$ cat src/ubcff_defines.vh
// register map, field positions and fixed codes for the usart clock and frame block
// assumes: included by the block source by bare name; definitions only
`ifndef UBCFF_DEFINES_VH
`define UBCFF_DEFINES_VH
`define UBCFF_OFF_DATA 8'h00
`define UBCFF_OFF_CSA 8'h04
`define UBCFF_OFF_CSB 8'h08
`define UBCFF_OFF_CSC 8'h0c
`define UBCFF_OFF_BRL 8'h10
`define UBCFF_CSA_RXC 7
`define UBCFF_CSA_TXC 6
`define UBCFF_CSA_TXE 5
`define UBCFF_CSA_FE 4
`define UBCFF_CSA_PE 2
`define UBCFF_CSA_U2X 1
`define UBCFF_CSB_DIR 5
`define UBCFF_CSB_RXEN 4
`define UBCFF_CSB_TXEN 3
`define UBCFF_CSB_SZ2 2
`define UBCFF_CSB_RX8 1
`define UBCFF_CSB_TX8 0
`define UBCFF_CSC_SEL 7
`define UBCFF_CSC_SYNC 6
`define UBCFF_CSC_PMH 5
`define UBCFF_CSC_PML 4
`define UBCFF_CSC_STOP 3
`define UBCFF_CSC_SZ1 2
`define UBCFF_CSC_SZ0 1
`define UBCFF_CSC_POL 0
`define UBCFF_CSC_RST 7'h03
`define UBCFF_RESP_OK 2'b00
`define UBCFF_RESP_ERR 2'b10
`define UBCFF_PH_NORM 4'hf
`define UBCFF_PH_DBL 4'h7
`define UBCFF_SZ_NINE 3'h7
`define UBCFF_SZ_BASE 4'h5
`define UBCFF_NB_NINE 4'h9
`define UBCFF_FRAME_W 13
`endif

$ cat src/ubcff_top.v
// usart baud generator, clock mode selection, frame transmitter and receiver
// assumes: single aclk, axi4-lite master, rxd and xck_in asynchronous to aclk
//
// Overview of operation
// - divisor counter reloads at zero and on low write
// - one generator pulse per counter zero
// - transmitter divides by 16, 8 or 2
// - receiver uses 2, 8 or 16 states
// - divisor is twelve bits, 0 to 4095
// - double speed only affects asynchronous mode
// - double speed receiver uses 8 samples
// - slave clock synchronised then edge detected
// - sync mode: clock pin input or output
// - sample on edge opposite to change edge
// - polarity picks change and sample edges
// - 5-9 data, parity option, 1-2 stops
// - start, data lsb first, parity, stops
// - start low, stop bits high
// - next frame at once or idle high
// - one shared format for both directions
// - only first stop checked for frame error
// - parity is xor of data, odd inverts
// - select bit routes shared-address writes
// - clock direction picks master or slave
// - size code seven means nine data bits
// - parity inserted only when upper bit set
`timescale 1ns/10ps
`default_nettype none
`include "ubcff_defines.vh"
module ubcff_top (
    input wire aclk,
    input wire aresetn,
    input wire [7:0] s_axi_awaddr,
    input wire s_axi_awvalid,
    output wire s_axi_awready,
    input wire [31:0] s_axi_wdata,
    input wire [3:0] s_axi_wstrb,
    input wire s_axi_wvalid,
    output wire s_axi_wready,
    output reg [1:0] s_axi_bresp,
    output reg s_axi_bvalid,
    input wire s_axi_bready,
    input wire [7:0] s_axi_araddr,
    input wire s_axi_arvalid,
    output wire s_axi_arready,
    output reg [31:0] s_axi_rdata,
    output reg [1:0] s_axi_rresp,
    output reg s_axi_rvalid,
    input wire s_axi_rready,
    output reg txd,
    input wire rxd,
    input wire xck_in,
    output reg xck_out,
    output wire xck_oe_n
);

localparam TX_IDLE = 2'b01;
localparam TX_BUSY = 2'b10;
localparam RX_IDLE = 2'b01;
localparam RX_BUSY = 2'b10;
// data bits per character from the size code
function [3:0] data_bits;
    input [2:0] sz;
    data_bits = (sz == `UBCFF_SZ_NINE) ? `UBCFF_NB_NINE
                                       : `UBCFF_SZ_BASE + {2'b00, sz[1:0]};
endfunction
function parity_of;
    input [8:0] d;
    input [3:0] nb;
    input odd;
    parity_of = odd ^ (^(d & ~({9{1'b1}} << nb)));
endfunction
// frame bits in send order; unused tail stays high so stops come free
function [`UBCFF_FRAME_W-1:0] build_frame;
    input [8:0] d;
    input [3:0] nb;
    input pen;
    input odd;
    begin
        build_frame = {{(`UBCFF_FRAME_W-10){1'b1}}, d | ({9{1'b1}} << nb), 1'b0};
        if (pen) build_frame[nb+1] = parity_of(d, nb, odd);
    end
endfunction

////////////////////////////////////////////////////////////////////////////////
// registers
reg [7:0] tx_buf;
reg tx_full;
reg [8:0] rx_data;
reg rx_complete_flag;
reg tx_complete_flag;
reg frame_error;
reg parity_error;
reg double_speed;
reg xfer_clock_direction;
reg rx_en;
reg tx_en;
reg tx_bit8;
reg [6:0] control_status_c;
reg [3:0] baud_divisor_high;
reg [7:0] baud_divisor_low;
reg [7:0] aw_addr;
reg aw_got;
reg [31:0] w_data;
reg [3:0] w_strb;
reg w_got;
reg rx_tx_sz2;
// one shared format for transmitter and receiver
wire [2:0] char_size = {rx_tx_sz2, control_status_c[`UBCFF_CSC_SZ1:`UBCFF_CSC_SZ0]};
wire [1:0] parity_mode = control_status_c[`UBCFF_CSC_PMH:`UBCFF_CSC_PML];
wire stop_bit_select = control_status_c[`UBCFF_CSC_STOP];
wire sync_mode_select = control_status_c[`UBCFF_CSC_SYNC];
wire clock_polarity = control_status_c[`UBCFF_CSC_POL];
wire [11:0] baud_divisor = {baud_divisor_high, baud_divisor_low};
wire [3:0] nbits = data_bits(char_size);
wire par_en = parity_mode[1];

////////////////////////////////////////////////////////////////////////////////
// axi4-lite slave
assign s_axi_awready = ~aw_got & ~s_axi_bvalid;
assign s_axi_wready = ~w_got & ~s_axi_bvalid;
assign s_axi_arready = ~s_axi_rvalid;
wire wr_go = aw_got & w_got;
wire wr_en = wr_go & w_strb[0];
wire rd_go = s_axi_arvalid & s_axi_arready;
wire wr_data_reg = wr_en & (aw_addr == `UBCFF_OFF_DATA);
wire wr_csa = wr_en & (aw_addr == `UBCFF_OFF_CSA);
wire wr_csb = wr_en & (aw_addr == `UBCFF_OFF_CSB);
wire wr_shared = wr_en & (aw_addr == `UBCFF_OFF_CSC);
wire wr_brl = wr_en & (aw_addr == `UBCFF_OFF_BRL);
wire rd_data_reg = rd_go & (s_axi_araddr == `UBCFF_OFF_DATA);

function mapped;
    input [7:0] a;
    begin
        mapped = (a == `UBCFF_OFF_DATA) | (a == `UBCFF_OFF_CSA) | (a == `UBCFF_OFF_CSB) |
                 (a == `UBCFF_OFF_CSC) | (a == `UBCFF_OFF_BRL);
    end
endfunction

always @(posedge aclk) begin
    if (!aresetn) begin
        aw_got <= 1'b0;
        w_got <= 1'b0;
        aw_addr <= 8'h00;
        w_data <= 32'h0000_0000;
        w_strb <= 4'h0;
        s_axi_bvalid <= 1'b0;
        s_axi_bresp <= `UBCFF_RESP_OK;
    end else begin
        if (s_axi_awvalid && s_axi_awready) begin
            aw_got <= 1'b1;
            aw_addr <= s_axi_awaddr;
        end
        if (s_axi_wvalid && s_axi_wready) begin
            w_got <= 1'b1;
            w_data <= s_axi_wdata;
            w_strb <= s_axi_wstrb;
        end
        if (wr_go) begin
            aw_got <= 1'b0;
            w_got <= 1'b0;
            s_axi_bvalid <= 1'b1;
            s_axi_bresp <= mapped(aw_addr) ? `UBCFF_RESP_OK : `UBCFF_RESP_ERR;
        end else if (s_axi_bvalid && s_axi_bready) begin
            s_axi_bvalid <= 1'b0;
        end
    end
end

always @(posedge aclk) begin
    if (!aresetn) begin
        s_axi_rvalid <= 1'b0;
        s_axi_rdata <= 32'h0000_0000;
        s_axi_rresp <= `UBCFF_RESP_OK;
    end else if (rd_go) begin
        s_axi_rvalid <= 1'b1;
        s_axi_rresp <= mapped(s_axi_araddr) ? `UBCFF_RESP_OK : `UBCFF_RESP_ERR;
        case (s_axi_araddr)
            `UBCFF_OFF_DATA: s_axi_rdata <= {24'h000000, rx_data[7:0]};
            `UBCFF_OFF_CSA: s_axi_rdata <= {24'h000000, rx_complete_flag, tx_complete_flag,
                                            ~tx_full, frame_error, 1'b0, parity_error,
                                            double_speed, 1'b0};
            `UBCFF_OFF_CSB: s_axi_rdata <= {24'h000000, 2'b00, xfer_clock_direction, rx_en,
                                            tx_en, rx_tx_sz2, rx_data[8], tx_bit8};
            // shared address reads back the frame control byte
            `UBCFF_OFF_CSC: s_axi_rdata <= {24'h000000, 1'b1, control_status_c};
            `UBCFF_OFF_BRL: s_axi_rdata <= {24'h000000, baud_divisor_low};
            default: s_axi_rdata <= 32'h0000_0000;
        endcase
    end else if (s_axi_rready) begin
        s_axi_rvalid <= 1'b0;
    end
end

////////////////////////////////////////////////////////////////////////////////
// baud generator and clock modes
reg [11:0] baud_cnt;
reg rxd_meta, rxd_s, xck_meta, xck_s, xck_prev;
wire baud_tick = (baud_cnt == 12'h000);
wire master = sync_mode_select & xfer_clock_direction;
assign xck_oe_n = ~master;
wire [3:0] ph_lim = (double_speed & ~sync_mode_select) ? `UBCFF_PH_DBL : `UBCFF_PH_NORM;
wire [3:0] ph_mid = {1'b0, ph_lim[3:1]};
// master toggles the pin on each tick, so a pin period is two ticks
wire xck_rise = master ? (baud_tick & ~xck_out) : (xck_s & ~xck_prev);
wire xck_fall = master ? (baud_tick & xck_out) : (~xck_s & xck_prev);
wire chg_edge = clock_polarity ? xck_fall : xck_rise;
wire samp_edge = clock_polarity ? xck_rise : xck_fall;

always @(posedge aclk) begin
    if (!aresetn) begin
        baud_cnt <= 12'h000;
        rxd_meta <= 1'b1;
        rxd_s <= 1'b1;
        xck_meta <= 1'b0;
        xck_s <= 1'b0;
        xck_prev <= 1'b0;
        xck_out <= 1'b0;
    end else begin
        baud_cnt <= wr_brl ? {baud_divisor_high, w_data[7:0]} :
                    baud_tick ? baud_divisor : baud_cnt - 12'h001;
        rxd_meta <= rxd;
        rxd_s <= rxd_meta;
        xck_meta <= xck_in;
        xck_s <= xck_meta;
        xck_prev <= xck_s;
        if (!master) begin
            xck_out <= clock_polarity;
        end else if (baud_tick) begin
            xck_out <= ~xck_out;
        end
    end
end

////////////////////////////////////////////////////////////////////////////////
// transmitter
reg [1:0] tx_state;
reg [3:0] tx_ph;
reg [`UBCFF_FRAME_W-1:0] tx_shift;
reg [3:0] tx_left;
wire tx_ph_end = baud_tick & (tx_ph == ph_lim);
wire tx_edge = sync_mode_select ? chg_edge : tx_ph_end;
wire [`UBCFF_FRAME_W-1:0] next_frame =
    build_frame({tx_bit8, tx_buf}, nbits, par_en, parity_mode[0]);
wire [3:0] frame_len = nbits + {3'b000, par_en} + {3'b000, stop_bit_select} + 4'h1;
wire tx_load = tx_edge & tx_full & tx_en & ~(tx_state == TX_BUSY && tx_left != 4'h0);
wire tx_finish = tx_edge & (tx_state == TX_BUSY) & (tx_left == 4'h0) & ~tx_load;

always @(posedge aclk) begin
    if (!aresetn) begin
        tx_state <= TX_IDLE;
        tx_ph <= 4'h0;
        tx_shift <= {`UBCFF_FRAME_W{1'b1}};
        tx_left <= 4'h0;
        txd <= 1'b1;
        tx_full <= 1'b0;
        tx_buf <= 8'h00;
    end else begin
        tx_ph <= baud_tick ? ((tx_ph >= ph_lim) ? 4'h0 : tx_ph + 4'h1) : tx_ph;
        tx_buf <= wr_data_reg ? w_data[7:0] : tx_buf;
        tx_full <= wr_data_reg | (tx_full & ~tx_load);
        case (tx_state)
            TX_IDLE: begin
                if (tx_load) begin
                    txd <= next_frame[0];
                    tx_shift <= next_frame >> 1;
                    tx_left <= frame_len;
                    tx_state <= TX_BUSY;
                end
            end
            TX_BUSY: begin
                if (tx_edge && tx_left != 4'h0) begin
                    txd <= tx_shift[0];
                    tx_shift <= {1'b1, tx_shift[`UBCFF_FRAME_W-1:1]};
                    tx_left <= tx_left - 4'h1;
                end else if (tx_load) begin
                    txd <= next_frame[0];
                    tx_shift <= next_frame >> 1;
                    tx_left <= frame_len;
                end else if (tx_finish) begin
                    txd <= 1'b1;
                    tx_state <= TX_IDLE;
                end
            end
            default: tx_state <= TX_IDLE;
        endcase
    end
end

////////////////////////////////////////////////////////////////////////////////
// receiver
reg [1:0] rx_state;
reg [3:0] rx_ph;
reg [3:0] rx_idx;
reg [8:0] rx_sh;
reg rx_par;
wire [3:0] stop_idx = nbits + {3'b000, par_en} + 4'h1;
// async: 16 or 8 state recovery per bit; sync: two states, one per pin edge
wire rx_take = sync_mode_select ? samp_edge : (baud_tick & (rx_ph == ph_mid));
wire rx_start_sync = sync_mode_select & samp_edge & ~rxd_s;
wire rx_start_async = ~sync_mode_select & baud_tick & ~rxd_s;
wire rx_done = (rx_state == RX_BUSY) & rx_take & (rx_idx == stop_idx);
wire [8:0] rx_word = rx_sh;
wire rx_perr = par_en & (rx_par != parity_of(rx_word, nbits, parity_mode[0]));

always @(posedge aclk) begin
    if (!aresetn) begin
        rx_state <= RX_IDLE;
        rx_ph <= 4'h0;
        rx_idx <= 4'h0;
        rx_sh <= 9'h000;
        rx_par <= 1'b0;
        rx_data <= 9'h000;
        frame_error <= 1'b0;
        parity_error <= 1'b0;
    end else begin
        case (rx_state)
            RX_IDLE: begin
                if (rx_en && (rx_start_sync || rx_start_async)) begin
                    rx_state <= RX_BUSY;
                    rx_ph <= 4'h0;
                    rx_idx <= sync_mode_select ? 4'h1 : 4'h0;
                    rx_sh <= 9'h000;
                end
            end
            RX_BUSY: begin
                rx_ph <= baud_tick ? ((rx_ph >= ph_lim) ? 4'h0 : rx_ph + 4'h1) : rx_ph;
                if (rx_take) begin
                    rx_idx <= rx_idx + 4'h1;
                    if (rx_idx == 4'h0 && rxd_s) begin
                        rx_state <= RX_IDLE; // false start
                    end else if (rx_idx != 4'h0 && rx_idx <= nbits) begin
                        rx_sh[rx_idx-4'h1] <= rxd_s;
                    end else if (rx_idx != stop_idx) begin
                        rx_par <= rxd_s;
                    end
                    if (rx_done) begin
                        // second stop is never looked at
                        rx_data <= rx_word;
                        frame_error <= ~rxd_s;
                        parity_error <= rx_perr;
                        rx_state <= RX_IDLE;
                    end
                end
                if (!rx_en) begin
                    rx_state <= RX_IDLE;
                end
            end
            default: rx_state <= RX_IDLE;
        endcase
    end
end

////////////////////////////////////////////////////////////////////////////////
// control bits and flags; hardware set wins over software clear
always @(posedge aclk) begin
    if (!aresetn) begin
        rx_complete_flag <= 1'b0;
        tx_complete_flag <= 1'b0;
        double_speed <= 1'b0;
        xfer_clock_direction <= 1'b0;
        rx_en <= 1'b0;
        tx_en <= 1'b0;
        tx_bit8 <= 1'b0;
        rx_tx_sz2 <= 1'b0;
        control_status_c <= `UBCFF_CSC_RST;
        baud_divisor_high <= 4'h0;
        baud_divisor_low <= 8'h00;
    end else begin
        rx_complete_flag <= rx_done | (rx_complete_flag & ~rd_data_reg);
        tx_complete_flag <= tx_finish |
                            (tx_complete_flag & ~(wr_csa & w_data[`UBCFF_CSA_TXC]));
        double_speed <= wr_csa ? w_data[`UBCFF_CSA_U2X] : double_speed;
        if (wr_csb) begin
            xfer_clock_direction <= w_data[`UBCFF_CSB_DIR];
            rx_en <= w_data[`UBCFF_CSB_RXEN];
            tx_en <= w_data[`UBCFF_CSB_TXEN];
            rx_tx_sz2 <= w_data[`UBCFF_CSB_SZ2];
            tx_bit8 <= w_data[`UBCFF_CSB_TX8];
        end
        if (wr_shared && w_data[`UBCFF_CSC_SEL]) begin
            control_status_c <= w_data[6:0];
        end else if (wr_shared) begin
            baud_divisor_high <= w_data[3:0];
        end
        baud_divisor_low <= wr_brl ? w_data[7:0] : baud_divisor_low;
    end
end

endmodule // ubcff_top
`default_nettype wire

$ cat config.mk
export PLATFORM = sky130hd
export DESIGN_NAME = ubcff_top
export DESIGN_NICKNAME = d
export VERILOG_FILES = /design/src/ubcff_top.v
export VERILOG_INCLUDE_DIRS = /design/src
export SDC_FILE = /design/constraint.sdc
export NUM_CORES = 1
export LEC_CHECK = 0
export ABC_CLOCK_PERIOD_IN_PS = 7700
export BUFFER_PORTS_ARGS = -buffer_cell sky130_fd_sc_hd__buf_4
export CORE_UTILIZATION = 55
export DETAILED_ROUTE_END_ITERATION = 12
export GPL_TIMING_DRIVEN = 0
export PLACE_DENSITY = 0.84
export RECOVER_POWER = 100
export REMOVE_ABC_BUFFERS = 1
export SYNTH_ARGS = -nofsm -noshare
export SYNTH_HDL_FRONTEND = slang
export SYNTH_SLANG_ARGS = --single-unit
$ cat constraint.sdc
create_clock -name aclk -period 7.7 [get_ports aclk]
set_input_delay 1.54 -clock aclk [delete_from_list [all_inputs] [get_ports aclk]]
set_output_delay 1.54 -clock aclk [all_outputs]
set_load 0.05 [all_outputs]
==> impl_results.md, run 1 <==
* Worst hold path type: reg2reg
* CP max FO at 60
* Top cells by area, synth: dfxtp_1, mux2i_1, a21oi_1
* Hold path endpoint: rxd_s
* Worst slew margin at -46.05%
* Num CTS Buffers at 17
* Element type at the critical path end: flop
* DR DRC count at 0
* DP HPWL at 12.74 mm
* Flops & latches, synth at 140
* Leakage at between 3 and 4 nW
* Min cycle time layout at between 4 and 5 ns
* Commonest cells in the netlist: dfxtp_1, nor2_1, nand2_1
* Min-delay src: rxd_meta
* Worst hold path cell count at 1
* Reg2reg end: parity_error
* Setup Slack @ Placement at about 3.5 ns
* CTS tree: done
* Unrepaired setup endpoints after global routing: no
* Final Hold Vio Count at 0
* Gr usage total at a little over a quarter
* Layout Nets at just over 1000
* Yosys warnings at 0
* Mapped Cells at between 900 and 1000
* Slew at the pin with the worst max-slew slack at around 2.2 ns
* Post-synth top area cell: dfxtp_1
* # diodes at 0
* CP Launch Type: primary input
* Die area at about 14000 um^2
* Rows at 42
* Setup CP Type: in2reg
* Setup ws final at roughly 3 ns
* WP data arrival at just over 5 ns
* Grt ovf at 0
* MaxCap Viol Count at 1
* Num Clock Sinks at 140
* Die height at 119.0 um
* Largest net degree at the start of global routing at around 60
* Period utilization at between 60% and 70%
* Input/output buffers at roughly 50
* Vias at about 6700
* Core footprint at between 10000 and 15000 um^2
* Max IR drop VDD at between 0.1 and 0.15 mV
* Worst-skew pair later-pin latency at 0.43 ns
* Avg WL per Cell at between 15 and 20 um
* Initial DRC Count at ~600
* Initial antenna violation count at 0
* Root Buffer: clkbuf_16
* Synth cell types at just under 70
* Hold buffer count at cts at 0
* Post-synth top area share at between 30 and 40%
* Vias in the first global route at a little over 6000
* Crit path required time at slightly above 8 ns
* Reg2reg path depth at 15
* Setup-failing EPs final at 0
* Reg clk slew, reported paths at around 0.060 ns
* Number of enable flip-flop cells after synthesis at 0
* Starting Density at a little under three fifths
* Final setup TNS at 0 ns
* Violated checks: max-capacitance violations, max-slew violations
* Power density over cell area at about 240 nW/um^2
* # Post-CTS Setup Buffers at 0
* ANT nets after route at 0
* First-pass GRT wire length at a little over 30 mm
* Avg Cell Area, Syn at ~8.3 um^2
* Fraction of registers with async set/reset at 0%
* Hold slack at around 0.4 ns
* Fraction of layout cells with a size suffix above 1 at a little under a tenth
* Most used flip-flop cell after synthesis: dfxtp_1
* Reg2Reg Launch Point: control_status_c[1]
* Routability cong. at 0.9304
* Area growth syn-to-layout at 11.97%
* Most frequent cell after synthesis: dfxtp_1
* Layout Skew at 0.009004 ns
* Routed WL at roughly 19 mm
* R2r setup slk at about 3.5 ns
* Max-slew violations at 44
* Htree depth at 4
* Die W at around 120 um
* Drt first pass iters at 5
* Clock Path Buffers at 2
* I/O pin cnt at about 110
* Vias per Instance at approximately 6
* Status: complete, but fails checks
* Max Freq at 212.6 MHz
* Post-Syn Area at roughly 7500 um^2
* Part of the Yosys area used for sequential elements at a little under two fifths
* CTS resizes at 0
-- worst max-delay path by stage --
stage,slack (ns),end,depth (start not counted),startpoint
2_1_floorplan,3.61,baud_cnt[10],5,aw_addr[1]
3_3_place_gp,2.46,baud_cnt[9],5,aw_addr[1]
3_5_place_dp,3.51,parity_error,14,control_status_c[1]
4_1_cts,3.46,parity_error,14,control_status_c[1]
5_1_grt,2.74,rx_sh[7],7,aresetn
6_report,3.00,rx_sh[6],7,aresetn
-- worst max-delay path, stage by stage --
cell and delay, ns:
clkbuf_1 1.53, inv_4 0.60, buf_16 0.43, nor3_1 0.22, o211ai_1 0.18, nor2b_1 0.32
a32o_1 0.18
-- cells in the final DEF (no fill, tap or decap), types with 16 or more instances in the layout --
cell       instances
clkbuf_1          22
nor3_1            16
buf_4             35
inv_1             35
clkbuf_16         17
o21ai_0           32
xnor2_1           23
a21oi_1           76
nand2_1           98
mux2i_1           42
ha_1              29
nor2_1           100
dfxtp_1          140
conb_1            26
nand3_1           26
-- kinds of logic after synthesis --
kind of cell / share of synthesized area (%)
flops: 37.20
fa+ha+maj: 5.082
other cells: 0.04978
mux: 6.328
simple gates: 21.36
buf+inv: 6.926
compound gates: 18.39
xor+xnor: 4.667
-- where the power goes --
group	internal, mW	total, mW	leakage (nW)	switching, mW
clock network	0.511	0.836	0.284	0.326
registers	0.766	0.806	1.14	0.0407
logic	0.135	0.362	2.05	0.226
total	1.41	2.00	3.47	0.593
-- cell type report --
cell class / count / area, um^2
clock buffer: 19 / 432.9
clock inverter: 13 / 166.4
fill: 1107 / 4860
inverter: 36 / 137.6
multi-input combinational: 681 / 4310
sequential: 140 / 2803
tap: 176 / 220.2
timing repair buffer: 56 / 365.4
-- metrics by stage --
| step | power (mW) | std cells | util [%] | area (um^2) |
|---|---|---|---|---|
| CTS | 2.009 | 1120 | 63.99 | 8508 |
| global route | 2.084 | 1121 | 63.45 | 8436 |
| finish | 2.004 | 1121 | 63.45 | 8436 |
| floorplan | 1.090 | 857 | - | 7241 |
| detailed placement | 1.173 | 1088 | 59.49 | 7909 |
| global placement | 1.165 | 1084 | 59.00 | 7844 |
-- sequential cells by signal (all words and copies together) (netlist names), 2 cells and up --
| register | count |
|---|---|
| tx_buf | 8 |
| w_data | 8 |
| rx_state | 2 |
| tx_ph | 4 |
| tx_shift | 13 |
| baud_divisor_high | 4 |
| control_status_c | 7 |
| aw_addr | 8 |
| rx_idx | 4 |
| rx_ph | 4 |
| rx_sh | 9 |
| tx_left | 4 |
| baud_divisor_low | 8 |
| s_axi_rdata | 8 |
| tx_state | 2 |
| baud_cnt | 12 |
| rx_data | 9 |
-- layer usage --
metal / global-route usage (%) / wire length [um] / vias up
li1: - / - / 3225
met1: 35.71 / 8156 / 3150
met2: 43.17 / 8765 / 281
met3: 5.460 / 1288 / 33
met4: 10.13 / 348 / 0
met5: 0 / 0 / -
Note: power is estimated with default switching activity, not from simulation.
==> run 2: changes to the inputs <==
Settings changed: ABC_AREA set to 1, ABC_CLOCK_PERIOD_IN_PS 7700 to 4900.
Clock period 7.7 ns to 4.9 ns, I/O delays scaled along.
==> impl_results.md, run 2 <==
* Reg clk slew, reported paths at 0.06 ns
* Flops & latches, synth at 140
* Max IR drop VDD at about 0.21 mV
* Worst hold path type: reg2reg
* Setup-failing EPs final at 0
* Violated checks: max-capacitance violations, max-slew violations
* Part of the Yosys area used for sequential elements at between 30% and 40%
* # Post-CTS Setup Buffers at 0
* Vias at 7003
* Top cells by area, synth: dfxtp_1, nand2_1, a21oi_1
* Clock Path Buffers at 2
* Routability cong. at between 0.9 and 1
* Commonest non-fill, non-tap cell in the layout: nand2_1
* Total power at between 3 and 4 mW
* Grt ovf at 0
* Area growth syn-to-layout at 10.13%
* Layout Nets at about 1200
* Mapped Cells at 1068
* Root Buffer: clkbuf_16
* I/O pin cnt at about 110
* Input/output buffers at between 50 and 60
* Commonest cells in the netlist: nand2_1, inv_1, dfxtp_1
* Routed WL at around 18 mm
* Starting Density at 57.07%
* CP max FO at 15
* Slew at the pin with the worst max-slew slack at around 1.8 ns
* Most frequent cells in the layout: nand2_1, inv_1, dfxtp_1
* CTS tree: done
* CP Launch Type: flop
* Power density over cell area at roughly 370 nW/um^2
* Fraction of layout cells with a size suffix above 1 at roughly 8.7%
* Avg Cell Area, Syn at roughly 7 um^2
* Status: complete, but fails checks
* Die area at 14380 um^2
* Htree depth at 4
* Final setup TNS at 0 ns
* Largest net degree at the start of global routing at between 60 and 70
* Period utilization at 76.76%
* Setup CP Type: reg2reg
* Post-Syn Area at about 7600 um^2
* CTS resizes at 0
* Max reg flops at 13
* Die height at 119.9 um
* Yosys warnings at 0
* Num Clock Sinks at 140
* Max-slew violations at 38
* Initial DRC Count at 770
* MaxCap Viol Count at 1
* Initial antenna violation count at 0
* Post-synth top area share at between 30 and 40%
* Top reg by flops: tx_shift
* # diodes at 0
* Gr usage total at 26.88%
* Most frequent cell after synthesis: nand2_1
* ANT nets after route at 0
* Number of enable flip-flop cells after synthesis at 0
* Largest regs: tx_shift: 13 flops, baud_cnt: 12 flops
* First-pass GRT wire length at 30.48 mm
* Avg WL per Cell at around 14 um
* Synth cell types at between 40 and 50
* WP data arrival at 4.03 ns
* Crit path required time at about 5.2 ns
* Vias per Instance at approximately 5.4
* Drt first pass iters at 5
* Element type at the critical path end: flop
* Post-synth top area cell: dfxtp_1
* Layout Skew at about 0.010 ns
* Leakage at 3.669 nW
* Final Hold Vio Count at 0
* Unrepaired setup endpoints after global routing: no
* Rows at 42
* Most used flip-flop cell after synthesis: dfxtp_1
* Core footprint at between 10000 and 15000 um^2
* DP HPWL at between 10 and 15 mm
* Worst-skew pair later-pin latency at approximately 0.43 ns
* Hold buffer count at cts at 0
* DR DRC count at 0
* Fraction of registers with async set/reset at 0%
* Die W at between 100 and 150 um
* Worst slew margin at -17.59%
* Num CTS Buffers at 17
* Vias in the first global route at 6444
* Min cycle time layout at 3.761 ns
* Max Freq at about 270 MHz
run 2: worst max-delay path: stages (launching register included):
cell and delay, ns:
dfxtp_1 0.30, inv_1 0.13, ha_1 0.20, nand3_1 0.08, nor3_1 0.76, nand2_2 0.12, clkinv_1 0.10, nand2_1 0.05
nand2_1 0.39, nand2_1 0.54, clkinvlp_2 0.57, nand2_1 0.17, nand3_1 0.14, a21oi_2 0.05
run 2: kinds of logic (layout without fill, tap and decap cells):
kind of cell	after synthesis	after routing	share of synthesized area, %
other cells	1	26	0.04904
compound gates	246	246	17.41
xor+xnor	35	35	4.008
fa+ha+maj	30	30	5.007
buf+inv	207	232	12.12
simple gates	409	409	24.75
flops	140	140	36.65
run 2: worst paths after layout:
kind	startpoint	to	slack, ns	depth (start not counted)
worst max register to register	baud_cnt[0]	tx_left[2]	1.14	13
worst min-delay path	rxd_meta	rxd_s	0.41	1
worst max-delay path	baud_cnt[0]	tx_left[2]	1.14	13
worst min register to register	rxd_meta	rxd_s	0.41	1
run 2: metrics by stage:
stage          worst slack [ns]  instance area [um^2]  hold WS [ns]  cells  utilization, %
2_1_floorplan             2.076                  7376        0.3900   1035               -
3_3_place_gp              1.364                  7979        0.3953   1262           59.54
3_5_place_dp              1.545                  7999        0.3982   1263           59.69
4_1_cts                   1.507                  8576        0.4115   1294           64.00
5_1_grt                  0.8883                  8422        0.4267   1294           62.85
6_report                  1.139                  8422        0.4104   1294           62.85
run 2: layout make-up:
type | count | area [um^2]
clock buffer | 20 | 456.7
sequential | 140 | 2803
inverter | 149 | 560.5
timing repair buffer | 52 | 322.8
tap | 176 | 220.2
clock inverter | 11 | 120.1
multi-input combinational | 746 | 3939
fill | 1177 | 4979
run 2: power breakdown:
part | switching (mW) | internal, mW
logic | 0.382 | 0.190
clock network | 0.491 | 0.769
registers | 0.0571 | 1.21
run 2: metal layers:
layer | GRT usage [%] | part of all wire (%) | up-vias
met3 | 5.703 | 7.7 | 38
met2 | 43.18 | 47 | 283
met4 | 11.02 | 2.5 | 0
met5 | 0 | 0 | -
li1 | - | - | 3512
met1 | 34.93 | 43 | 3170
==> run 3: changes to the inputs <==
Settings changed: ABC_AREA 1 to 0, ABC_CLOCK_PERIOD_IN_PS 4900 to 3300, CORE_UTILIZATION 55 to 52, PLACE_DENSITY 0.84 to 0.83.
Clock period 4.9 ns to 3.3 ns, I/O delays scaled along.
==> impl_results.md, run 3 (synthesis results as in run 1) <==
* Origin of the worst setup path: control_status_c[1]
* Crit path required time at 3.66 ns
* Grt ovf at 0
* ANT nets after route at 0
* Die area at between 10000 and 15000 um^2
* Area growth syn-to-layout at 12.37%
* Most frequent cells in the layout: dfxtp_1, nor2_1, nand2_1
* Period utilization at a little over nine tenths
* Min cycle time layout at around 3.2 ns
* Vias in the first global route at approximately 6000
* Vias per Instance at between 5 and 6
* Starting Density at between 50% and 60%
* Htree depth at 4
* Layout Skew at between 0.01 and 0.015 ns
* Num Clock Sinks at 140
* Avg WL per Cell at approximately 16 um
* Max-slew violations at 0
* WP data arrival at 3.53 ns
* Final Hold Vio Count at 0
* Buf+Inv Stages, Crit Path at 2
* # diodes at 0
* CTS tree: done
* Clock Path Buffers at 2
* Worst slew margin at between 30% and 40%
* Max IR drop VDD at approximately 0.38 mV
* Max Freq at roughly 320 MHz
* Min-delay src: rxd_meta
* Crit-path cells: ha_4 -> nand2_1 -> nand2_2 -> ha_1 -> inv_1 -> fa_1 -> inv_1 -> ha_1 -> xnor2_1 -> nand2_1 -> a21oi_2 -> o211ai_1 -> or3b_1 -> a21oi_1
* Status: finished clean
* Num CTS Buffers at 17
* Fraction of layout cells with a size suffix above 1 at under 10%
* Initial antenna violation count at 0
* I/O pin cnt at around 110
* DR DRC count at 0
* Largest net degree at the start of global routing at 74
* Gr usage total at 24.84%
* MaxCap Viol Count at 0
* Worst-skew pair later-pin latency at roughly 0.43 ns
* Fill cell count at 1224
* CP max-delay cell: fa_1
* Top reg by flops: tx_shift
* CP max FO at 8
* Element type at the critical path end: flop
* Routability cong. at roughly 1
* CP Launch Type: flop
* Reg2Reg Launch Point: control_status_c[1]
* Setup CP Type: reg2reg
* Max reg flops at 13
* Root Buffer: clkbuf_16
* Die W at ~120 um
* Worst path top cell family by delay: adder cells
* Initial DRC Count at around 570
* Worst hold path type: reg2reg
* Vias at about 6600
* Layout Nets at ~1000
* Core footprint at 13990 um^2
* DP HPWL at ~13 mm
* Placed insts at 1092
* CP peak stage delay at ~0.52 ns
* Routed WL at around 18 mm
* Reg clk slew, reported paths at ~0.060 ns
* Leakage at 3.464 nW
* Die height at between 100 and 150 um
* Largest regs: tx_shift: 13 flops, baud_cnt: 12 flops
* Final core occ at about three fifths
* Rows at 43
* Commonest non-fill, non-tap cell in the layout: dfxtp_1
* Power density over cell area at around 550 nW/um^2
* Setup-failing EPs final at 0
* First-pass GRT wire length at 28.96 mm
* Post-Layout Cell Count at approximately 1100
* Drt first pass iters at 8
* Slew at the pin with the worst max-slew slack at between 1 and 1.5 ns
* Input/output buffers at between 50 and 60
## run 3: cell count changes in the layout (fill, tap and decap cells not counted), sizes merged, moves of 11 or more
cell	before	now
nand2	207	98
a21oi	120	76
or3	0	12
mux2i	0	42
o21ai	93	33
nand3	58	26
xnor2	12	23
xor2	23	12
nand2b	0	12
inv	146	40
nor2b	0	11
## run 3: area by class of cell
class	count	area (um^2)	share of cell area, %
Inverter	36	137.6	1.626
Sequential cell	140	2810	33.20
Clock buffer	20	456.7	5.395
Multi-Input combinational cell	681	4334	51.20
Tap cell	180	225.2	2.660
Timing Repair Buffer	56	366.6	4.330
Clock inverter	11	135.1	1.596
## run 3: what timing repair did
item,CTS,global route
pin swaps,0,1
hold endpoints to repair,0,0
hold buffers,0,0
resized for setup,3,7
setup buffers,1,0
endpoints found under the setup margin,13,15
cloned,0,0
## run 3: where the power goes
group,internal [mW],switching [mW],leakage (nW)
logic,0.316,0.530,2.04
registers,1.78,0.0952,1.14
clock network,1.16,0.761,0.285
## run 3: final timing paths
check	endpoint	slack [ns]	cells after the start
worst max-delay path	parity_error	0.13	14
worst min-delay path	rxd_s	0.41	1
worst min register to register	rxd_s	0.41	1
worst max register to register	parity_error	0.13	14
## run 3: metal layers
layer  global-route usage (%)  part of all wire (%)  vias to the layer above
li1                         -                     -                     3204
met1                    32.46                    44                     3104
met2                    38.76                    46                      269
met3                    6.691                   8.0                       51
met4                    9.832                   2.5                        0
met5                        0                     0                        -
## run 3: metrics by stage
| step | TNS [ns] | hold WS (ns) | cell area, um^2 | setup WS [ns] | power (mW) |
|---|---|---|---|---|---|
| 3_5_place_dp | -6.225 | 0.3977 | 7914 | -0.7959 | 2.748 |
| 4_1_cts | 0 | 0.4096 | 8527 | 0.01535 | 4.669 |
| 2_1_floorplan | -9.594 | 0.3863 | 7241 | -0.7935 | 2.543 |
| 3_3_place_gp | -63.17 | 0.3966 | 7849 | -1.894 | 2.719 |
| 5_1_grt | -0.1576 | 0.4066 | 8466 | -0.08957 | 4.836 |
| 6_report | 0 | 0.4089 | 8466 | 0.1324 | 4.646 |
